--- src/include/ddc_cfg.svh ---
`ifndef DDC_CFG_SVH
`define DDC_CFG_SVH

// Control word field positions, most significant first.
`define DDC_PWRDN_BIT     3'h7
`define DDC_EN_BIT        3'h6
`define DDC_ILV_BIT       3'h5
`define DDC_REF_BIT       3'h4
`define DDC_GAIN_MSB      3'h3
`define DDC_GAIN_LSB      3'h0

// Power-up word: converter on, internal reference, plain inputs, 0 dB trim.
`define DDC_CFG_RESET     8'h48

// Gain trim: code zero is +0.4 dB, each step is -0.05 dB.
`define DDC_GAIN_TOP_STEP 5'h08

// Wake-up from standby, in ns, and the clock period in ns.
`define DDC_WAKE_NS       3000
`define DDC_CLK_NS        5
`define DDC_WAKE_CYC      ((`DDC_WAKE_NS + `DDC_CLK_NS - 1) / `DDC_CLK_NS)

`endif

--- src/include/ddc_pkg.sv ---
package ddc_pkg;

    typedef enum logic [1:0] {
        DDC_NORMAL,
        DDC_STANDBY,
        DDC_POWERDOWN
    } ddc_mode_t;

endpackage : ddc_pkg

--- src/hdl/ddc_cfg_capture.sv ---
`timescale 1ns/10ps
`include "ddc_cfg.svh"

module ddc_cfg_capture (
    input  wire logic       ref_clk,              // Conversion clock.
    input  wire logic       rst_sync_n,           // Synchronised reset.
    input  wire logic       config_write_strobe_n,// Async write strobe.
    input  wire logic [7:0] port_a,               // Word on port A.
    output logic      [7:0] cfg_word              // Held control word.
);

    logic [7:0] data_s1_ff;
    logic [7:0] data_s2_ff;
    logic       stb_s1_ff;
    logic       stb_s2_ff;
    logic       stb_s3_ff;
    logic [7:0] cfg_ff;

    // --------------------------------------------------------------
    // Strobe and data synchronisers
    // --------------------------------------------------------------
    // Both paths share the same delay, so the data seen at the
    // detected strobe edge is the word held around the pin edge.
    always_ff @(posedge ref_clk or negedge rst_sync_n) begin
        if (!rst_sync_n) begin
            stb_s1_ff  <= 1'b1;
            stb_s2_ff  <= 1'b1;
            stb_s3_ff  <= 1'b1;
            data_s1_ff <= 8'h00;
            data_s2_ff <= 8'h00;
        end else begin
            stb_s1_ff  <= config_write_strobe_n;
            stb_s2_ff  <= stb_s1_ff;
            stb_s3_ff  <= stb_s2_ff;
            data_s1_ff <= port_a;
            data_s2_ff <= data_s1_ff;
        end
    end

    // --------------------------------------------------------------
    // Word load on the strobe's rising edge
    // --------------------------------------------------------------
    always_ff @(posedge ref_clk or negedge rst_sync_n) begin
        if (!rst_sync_n) begin
            cfg_ff <= `DDC_CFG_RESET;
        end else if (stb_s2_ff && !stb_s3_ff) begin
            cfg_ff <= data_s2_ff;
        end
    end

    assign cfg_word = cfg_ff;

endmodule : ddc_cfg_capture

--- src/hdl/ddc_dac_front.sv ---
`timescale 1ns/10ps
`include "ddc_cfg.svh"

// Operation
// - Capture on rising edge, output next edge.
// - Control word arrives on port A.
// - Load word on strobe rising edge.
// - Strobe is asynchronous; clock may keep running.
// - Bits: powerdown, enable, interleave, reference, gain.
// - Powerdown bit set forces power-down.
// - Enable low without powerdown means standby.
// - Outputs invalid for 3 us after wake.
// - Interleave bit multiplexes both channels on A.
// - B on falling edge, A on rising.
// - Reference bit selects internal or external.
// - Gain trim affects channel A only.
// - Trim steps 0.05 dB, +0.4 to -0.35.
// - Power-up defaults: internal, plain, 0 dB, on.
// - Interleaved pair updates both outputs together.
// - Interleaved per-channel rate is halved.
module ddc_dac_front #(
    parameter int WAKE_CYC = `DDC_WAKE_CYC  // Wake-up length in cycles.
) (
    input  wire logic            ref_clk,      // 200 MHz conversion clock.
    input  wire logic            rst_n,        // Async reset, active low.
    input  wire logic [7:0]      port_a,       // Channel A sample / config.
    input  wire logic [7:0]      port_b,       // Channel B sample.
    input  wire logic            config_write_strobe_n, // Config strobe.
    output logic      [7:0]      dac_a_code,   // Code driving channel A.
    output logic      [7:0]      dac_b_code,   // Code driving channel B.
    output logic                 out_update,   // Pulse: outputs updated.
    output logic                 out_valid,    // Conversion output valid.
    output ddc_pkg::ddc_mode_t   power_mode,   // Current power mode.
    output logic                 interleave_on,// Interleaved input mode.
    output logic                 ref_external, // Internal reference off.
    output logic      [3:0]      gain_trim_a,  // Channel A trim code.
    output logic signed [4:0]    gain_a_step   // A gain in 0.05 dB steps.
);

    logic       rst_s1_ff;
    logic       rst_s2_ff;
    logic [7:0] cfg_word;

    // --------------------------------------------------------------
    // Reset release
    // --------------------------------------------------------------
    // Assertion is immediate; release passes two flops so that the
    // internal reset never ends close to a clock edge.
    always_ff @(posedge ref_clk or negedge rst_n) begin
        if (!rst_n) begin
            rst_s1_ff <= 1'b0;
            rst_s2_ff <= 1'b0;
        end else begin
            rst_s1_ff <= 1'b1;
            rst_s2_ff <= rst_s1_ff;
        end
    end

    ddc_cfg_capture u_cfg (
        .ref_clk               (ref_clk),
        .rst_sync_n            (rst_s2_ff),
        .config_write_strobe_n (config_write_strobe_n),
        .port_a                (port_a),
        .cfg_word              (cfg_word)
    );

    // --------------------------------------------------------------
    // Control word decode
    // --------------------------------------------------------------
    logic       powerdown_bit;
    logic       converter_enable_bit;
    logic       interleave_select_bit;
    logic       ref_disable_bit;
    logic [3:0] gain_code;
    ddc_pkg::ddc_mode_t nxt_mode;

    assign powerdown_bit         = cfg_word[`DDC_PWRDN_BIT];
    assign converter_enable_bit  = cfg_word[`DDC_EN_BIT];
    assign interleave_select_bit = cfg_word[`DDC_ILV_BIT];
    assign ref_disable_bit       = cfg_word[`DDC_REF_BIT];
    assign gain_code = cfg_word[`DDC_GAIN_MSB:`DDC_GAIN_LSB];

    always_comb begin
        if (powerdown_bit) begin
            nxt_mode = ddc_pkg::DDC_POWERDOWN;
        end else if (!converter_enable_bit) begin
            nxt_mode = ddc_pkg::DDC_STANDBY;
        end else begin
            nxt_mode = ddc_pkg::DDC_NORMAL;
        end
    end

    // Gain of channel A relative to B, in 0.05 dB units.
    function automatic logic signed [4:0] trim_to_step(
        input logic [3:0] code
    );
        trim_to_step = $signed(`DDC_GAIN_TOP_STEP - {1'b0, code});
    endfunction : trim_to_step

    ddc_pkg::ddc_mode_t mode_ff;
    logic               intl_ff;
    logic               ref_ext_ff;
    logic [3:0]         gain_ff;
    logic signed [4:0]  gstep_ff;

    always_ff @(posedge ref_clk or negedge rst_s2_ff) begin
        if (!rst_s2_ff) begin
            mode_ff    <= ddc_pkg::DDC_NORMAL;
            intl_ff    <= 1'b0;
            ref_ext_ff <= 1'b0;
            gain_ff    <= 4'h8;
            gstep_ff   <= 5'sh00;
        end else begin
            mode_ff    <= nxt_mode;
            intl_ff    <= interleave_select_bit;
            ref_ext_ff <= ref_disable_bit;
            gain_ff    <= gain_code;
            gstep_ff   <= trim_to_step(gain_code);
        end
    end

    // --------------------------------------------------------------
    // Wake-up timer
    // --------------------------------------------------------------
    logic [15:0] wake_cnt_ff;
    logic        valid_ff;

    // The count restarts whenever the decoded mode leaves normal, so
    // every wake-up waits out the full interval before outputs count.
    always_ff @(posedge ref_clk or negedge rst_s2_ff) begin
        if (!rst_s2_ff) begin
            wake_cnt_ff <= 16'h0000;
            valid_ff    <= 1'b1;
        end else if (nxt_mode != ddc_pkg::DDC_NORMAL) begin
            wake_cnt_ff <= 16'h0000;
            valid_ff    <= 1'b0;
        end else if (!valid_ff) begin
            if (wake_cnt_ff == 16'(WAKE_CYC - 1)) begin
                valid_ff <= 1'b1;
            end else begin
                wake_cnt_ff <= wake_cnt_ff + 16'h0001;
            end
        end
    end

    // --------------------------------------------------------------
    // Sample path
    // --------------------------------------------------------------
    logic [7:0] b_fall_ff;
    logic [7:0] cap_a_ff;
    logic [7:0] cap_b_ff;
    logic       cap_new_ff;
    logic       pair_phase_ff;
    logic [7:0] out_a_ff;
    logic [7:0] out_b_ff;
    logic       upd_ff;

    // Port A is taken on every falling edge; the value is only used
    // as channel B when a pair is captured in interleaved mode.
    always_ff @(negedge ref_clk or negedge rst_s2_ff) begin
        if (!rst_s2_ff) begin
            b_fall_ff <= 8'h00;
        end else begin
            b_fall_ff <= port_a;
        end
    end

    // Phase zero marks the rising edge that takes a pair; the edge
    // between is skipped, which halves the rate of each channel.
    always_ff @(posedge ref_clk or negedge rst_s2_ff) begin
        if (!rst_s2_ff) begin
            pair_phase_ff <= 1'b0;
        end else begin
            pair_phase_ff <= intl_ff ? !pair_phase_ff : 1'b0;
        end
    end

    always_ff @(posedge ref_clk or negedge rst_s2_ff) begin
        if (!rst_s2_ff) begin
            cap_a_ff   <= 8'h00;
            cap_b_ff   <= 8'h00;
            cap_new_ff <= 1'b0;
        end else if (mode_ff != ddc_pkg::DDC_NORMAL) begin
            cap_new_ff <= 1'b0;
        end else if (!intl_ff) begin
            cap_a_ff   <= port_a;
            cap_b_ff   <= port_b;
            cap_new_ff <= 1'b1;
        end else if (!pair_phase_ff) begin
            cap_a_ff   <= port_a;
            cap_b_ff   <= b_fall_ff;
            cap_new_ff <= 1'b1;
        end else begin
            cap_new_ff <= 1'b0;
        end
    end

    always_ff @(posedge ref_clk or negedge rst_s2_ff) begin
        if (!rst_s2_ff) begin
            out_a_ff <= 8'h00;
            out_b_ff <= 8'h00;
            upd_ff   <= 1'b0;
        end else begin
            upd_ff <= cap_new_ff;
            if (cap_new_ff) begin
                out_a_ff <= cap_a_ff;
                out_b_ff <= cap_b_ff;
            end
        end
    end

    assign dac_a_code    = out_a_ff;
    assign dac_b_code    = out_b_ff;
    assign out_update    = upd_ff;
    assign out_valid     = valid_ff;
    assign power_mode    = mode_ff;
    assign interleave_on = intl_ff;
    assign ref_external  = ref_ext_ff;
    assign gain_trim_a   = gain_ff;
    assign gain_a_step   = gstep_ff;

endmodule : ddc_dac_front

--- config.mk ---
export PLATFORM = sky130hd
export DESIGN_NAME = ddc_dac_front
export DESIGN_NICKNAME = d
export VERILOG_FILES = /design/src/include/ddc_pkg.sv /design/src/hdl/ddc_cfg_capture.sv /design/src/hdl/ddc_dac_front.sv
export VERILOG_INCLUDE_DIRS = /design/src /design/src/include
export SDC_FILE = /design/constraint.sdc
export NUM_CORES = 1
export LEC_CHECK = 0
export BUFFER_PORTS_ARGS = -buffer_cell sky130_fd_sc_hd__buf_2
export CELL_PAD_IN_SITES_DETAIL_PLACEMENT = 1
export CELL_PAD_IN_SITES_GLOBAL_PLACEMENT = 1
export CORE_ASPECT_RATIO = 2
export CORE_UTILIZATION = 45
export DETAILED_ROUTE_END_ITERATION = 10
export GPL_TIMING_DRIVEN = 0
export PLACE_DENSITY_LB_ADDON = 0.08
export SKIP_CTS_REPAIR_TIMING = 1
export SLEW_MARGIN = 20
export SYNTH_ARGS = -nofsm -noshare
export SYNTH_HDL_FRONTEND = slang
export SYNTH_SLANG_ARGS = --single-unit
export TNS_END_PERCENT = 20
--- constraint.sdc ---
create_clock -name ref_clk -period 3.8 [get_ports ref_clk]
set_input_delay 0.38 -clock ref_clk [delete_from_list [all_inputs] [get_ports ref_clk]]
set_output_delay 0.38 -clock ref_clk [all_outputs]
set_load 0.05 [all_outputs]
Word-level counts from Yosys, hierarchy flattened:

Cells that the tools add are included.

* logic and storage cells: 53
* bits of input ports: 19
* output and inout port bits: 31
* bits in registers: 102

* equal/unequal tests: 4
* reduce and logical (&&, ||, !) cells: 7
* bitwise operators: 1
* $add $sub $neg: 2
* multiplexer cells: 16

Operator list (number)
* $mux W16: 3
* $mux W8: 4
* $add A16 B1 Y16 const B: 1
* $eq A16 B10 Y1 const B: 1
* $mux W1: 8
* $sub A4 B4 Y5 const A: 1
* $ne A2 B2 Y1 const B: 2
* $reduce_and A2 Y1: 2
* $reduce_bool A2 Y1: 2
* $logic_not A1 Y1: 2
* $mux W2: 1
* $ne A2 B1 Y1 const B: 1
* $logic_and A1 B1 Y1: 1
* $not A1 Y1: 1

Logic depth before layout (Yosys ltp):

* word-level depth: 5
* mapped depth: 5
* depth with buffers taken out: 5

Modules after synthesis:

Synthesis repeated with hierarchy kept, for this count alone.

* cell total of the unflattened synthesis: 250
* area total of the unflattened synthesis: 3726.1 um^2

By module, submodules not included
* ddc_dac_front: sequential area each 1854.3 um^2, cells each 213, area an instance 2899.0 um^2, times used 1
* ddc_cfg_capture: sequential area each 681.9 um^2, cells each 37, area an instance 827.0 um^2, times used 1

==> out/qor.csv <==
metric;value;unit
Worst Setup Slack post-DPL;937;ps
CTS Sinks;101;
Die Y;129;µm
Placement Rows;46;
htree depth;3;
final core occ;55.4;%
wire per inst;16.6;µm
CTS Buffer Depth;2;
DIE WIDTH;65.7;µm
Post-Route WL;6.95;mm
Area Growth Syn to Fin;19.8;%
IO buf count;49;
worst-path fanout max;57;
fill cell count;797;
CP Buf/Inv Count;1;
via count;2142;
Power Total;3.21;mW
CTS Buf Count;9;
IO Pins;50;
Non-Filler Instances;418;
first-pass GRT wire length;11.7;mm
Max Cap Violations;0;
drt first pass iters;4;
share of cells above drive strength 1;35.4;%
Clock transition at path regs;70;ps
Post-Syn Instances;255;
Hold Path Class;input port to register;
Post-Route Skew;8.90;ps
GP Congestion;0.709;
post-route setup slack;992;ps
number of global-route vias before repair;2392;
Initial DRC Count;87;
Critical Path End Type;asynchronous set/reset pin;
Yosys Warn Count;0;
HPWL Detailed;4.95;mm
placed cells;401;
slowest stage delay, CP;800;ps
initial antenna violation count;0;
cell family with most CP delay;flip-flops;
final hold slack;152;ps
async set-or-reset flop fraction in the synthesized netlist;100;%
worst path cell trace;buf_16;
most frequent cells in the layout;dfrtp_1, buf_2, mux2_2;
Synth Register Bits;101;
Slew Limit Fails;0;
Worst Tran Pin Value;568;ps
unrepaired setup endpoints after global routing;no;
Pwr Density;735;nW/µm²
die area;8490;µm²
clk root buf;clkbuf_16;
DRC;0;
Core Area;7890;µm²
post-route ant nets;0;
largest net degree at the start of global routing;58;
Via density;5.12;
Synth Net Count;276;
CTS tree;built;
crit path DAT;1500;ps
Mapped Avg Cell Area;14.3;µm²
slowest cell on the critical path;dfrtp_4;
Final setup viols;0;
Initial Utilization;46.2;%
mapped cell area;3650;µm²
Clock Latency Late Sink;340;ps
Unique masters post-synth;34;
WP data required;2490;ps
commonest non-fill, non-tap cell in the layout;dfrtp_1;
maximum vdd ir drop;432;µV
antenna cells;0;
Static Leak;1.95;nW
Startpoint Class;register;
Main synth FF type;dfrtp_1;
Final Hold Fails;0;
Crit Path Category;register to asynchronous set/reset pin;
GRT Total Usage;18.7;%
status;finished clean;
total gr overflow;0;
fin nets;338;
Seq/Total Area, Yosys;69.6;%
Post-synth EDFFs;0;
Rel. slew slack;62.2;%
[per-layer routing]
metal,track usage (%),routed length [µm],up-vias
met4,8.06,125,0
li1,-,-,989
met2,33.7,3940,31
met1,20.8,2660,1115
met5,0,0,-
met3,3.61,212,7
[power by group]
part           internal [mW]  total (mW)  switching, mW  leakage (nW)
logic                  0.252       0.842          0.590         0.598
registers               1.29        1.41          0.115          1.20
clock network          0.576       0.962          0.386         0.145
[sequential cells by signal (all words and copies together), names as in the netlist, 2 cells and up]
| signal | cells |
|---|---|
| wake_cnt_ff | 16 |
| cap_b_ff | 8 |
| u_cfg.data_s2_ff | 8 |
| power_mode | 2 |
| gain_trim_a | 3 |
| b_fall_ff | 8 |
| u_cfg.cfg_word | 8 |
| cap_a_ff | 8 |
| gain_a_step | 5 |
| u_cfg.data_s1_ff | 8 |
| dac_a_code | 8 |
| dac_b_code | 8 |
[final cells by class]
cell class / count / area [µm²] / area share [%]
flip-flops and latches: 101 / 2540 / 58.1
inverters: 5 / 18.8 / 0.430
well taps: 96 / 120 / 2.75
repair buffers: 51 / 283 / 6.47
clock inverters: 6 / 87.6 / 2.00
clock buffers: 10 / 229 / 5.24
multi-input cells: 141 / 1040 / 23.9
plain buffers: 8 / 47.5 / 1.09
[cell usage after synthesis (4+ instances only)]
master,n,area (µm²)
dfrtp_1,86,2150
mux2_2,29,327
nor2_1,22,82.6
nand2_1,13,48.8
a21oi_1,11,55.1
xnor2_1,10,87.6
mux2i_1,9,90.1
dfrtn_1,8,200
o21ai_0,8,40.0
dfstp_2,7,184
nor3_1,7,35.0
inv_1,5,18.8
nand3_1,4,20.0
nand4_1,4,25.0
[stage by stage]
| step | instance area (µm²) | setup TNS, ps |
|---|---|---|
| after floorplan | 3650 | 0 |
| after global placement | 4010 | -1950 |
| after detailed placement | 4040 | 0 |
| after CTS | 4360 | 0 |
| after global routing | 4370 | 0 |
| final | 4370 | 0 |
[logic make-up after synthesis]
group / count (synthesis) / synth area share [%]
DFF: 101 / 69.6
and+or+nand+nor: 66 / 9.71
muxes: 38 / 11.4
AOI/OAI and AO/OA: 23 / 4.05
buffers and inverters: 13 / 1.82
xor gates and xnor gates: 11 / 2.64
adders and majority gates: 2 / 0.686
other: 1 / 0.103
[worst paths after layout]
path / from / endpoint / slack [ps] / depth (start not counted)
worst max register to register: rst_s2_ff$_DFF_PN0_ / b_fall_ff[1]$_DFF_NN0_ / 990 / 1
worst max-delay path: rst_s2_ff$_DFF_PN0_ / b_fall_ff[1]$_DFF_NN0_ / 990 / 1
min in group asynchronous: rst_s2_ff$_DFF_PN0_ / dac_a_code[3]$_DFFE_PN0P_ / 330 / 0
worst min-delay path: config_write_strobe_n / u_cfg.stb_s1_ff$_DFF_PN1_ / 150 / 1
max in group ref_clk: b_fall_ff[2]$_DFF_NN0_ / cap_b_ff[2]$_DFFE_PN0P_ / 1180 / 2
worst min register to register: rst_s2_ff$_DFF_PN0_ / dac_a_code[3]$_DFFE_PN0P_ / 330 / 0
(Power assumes the default switching activity.)
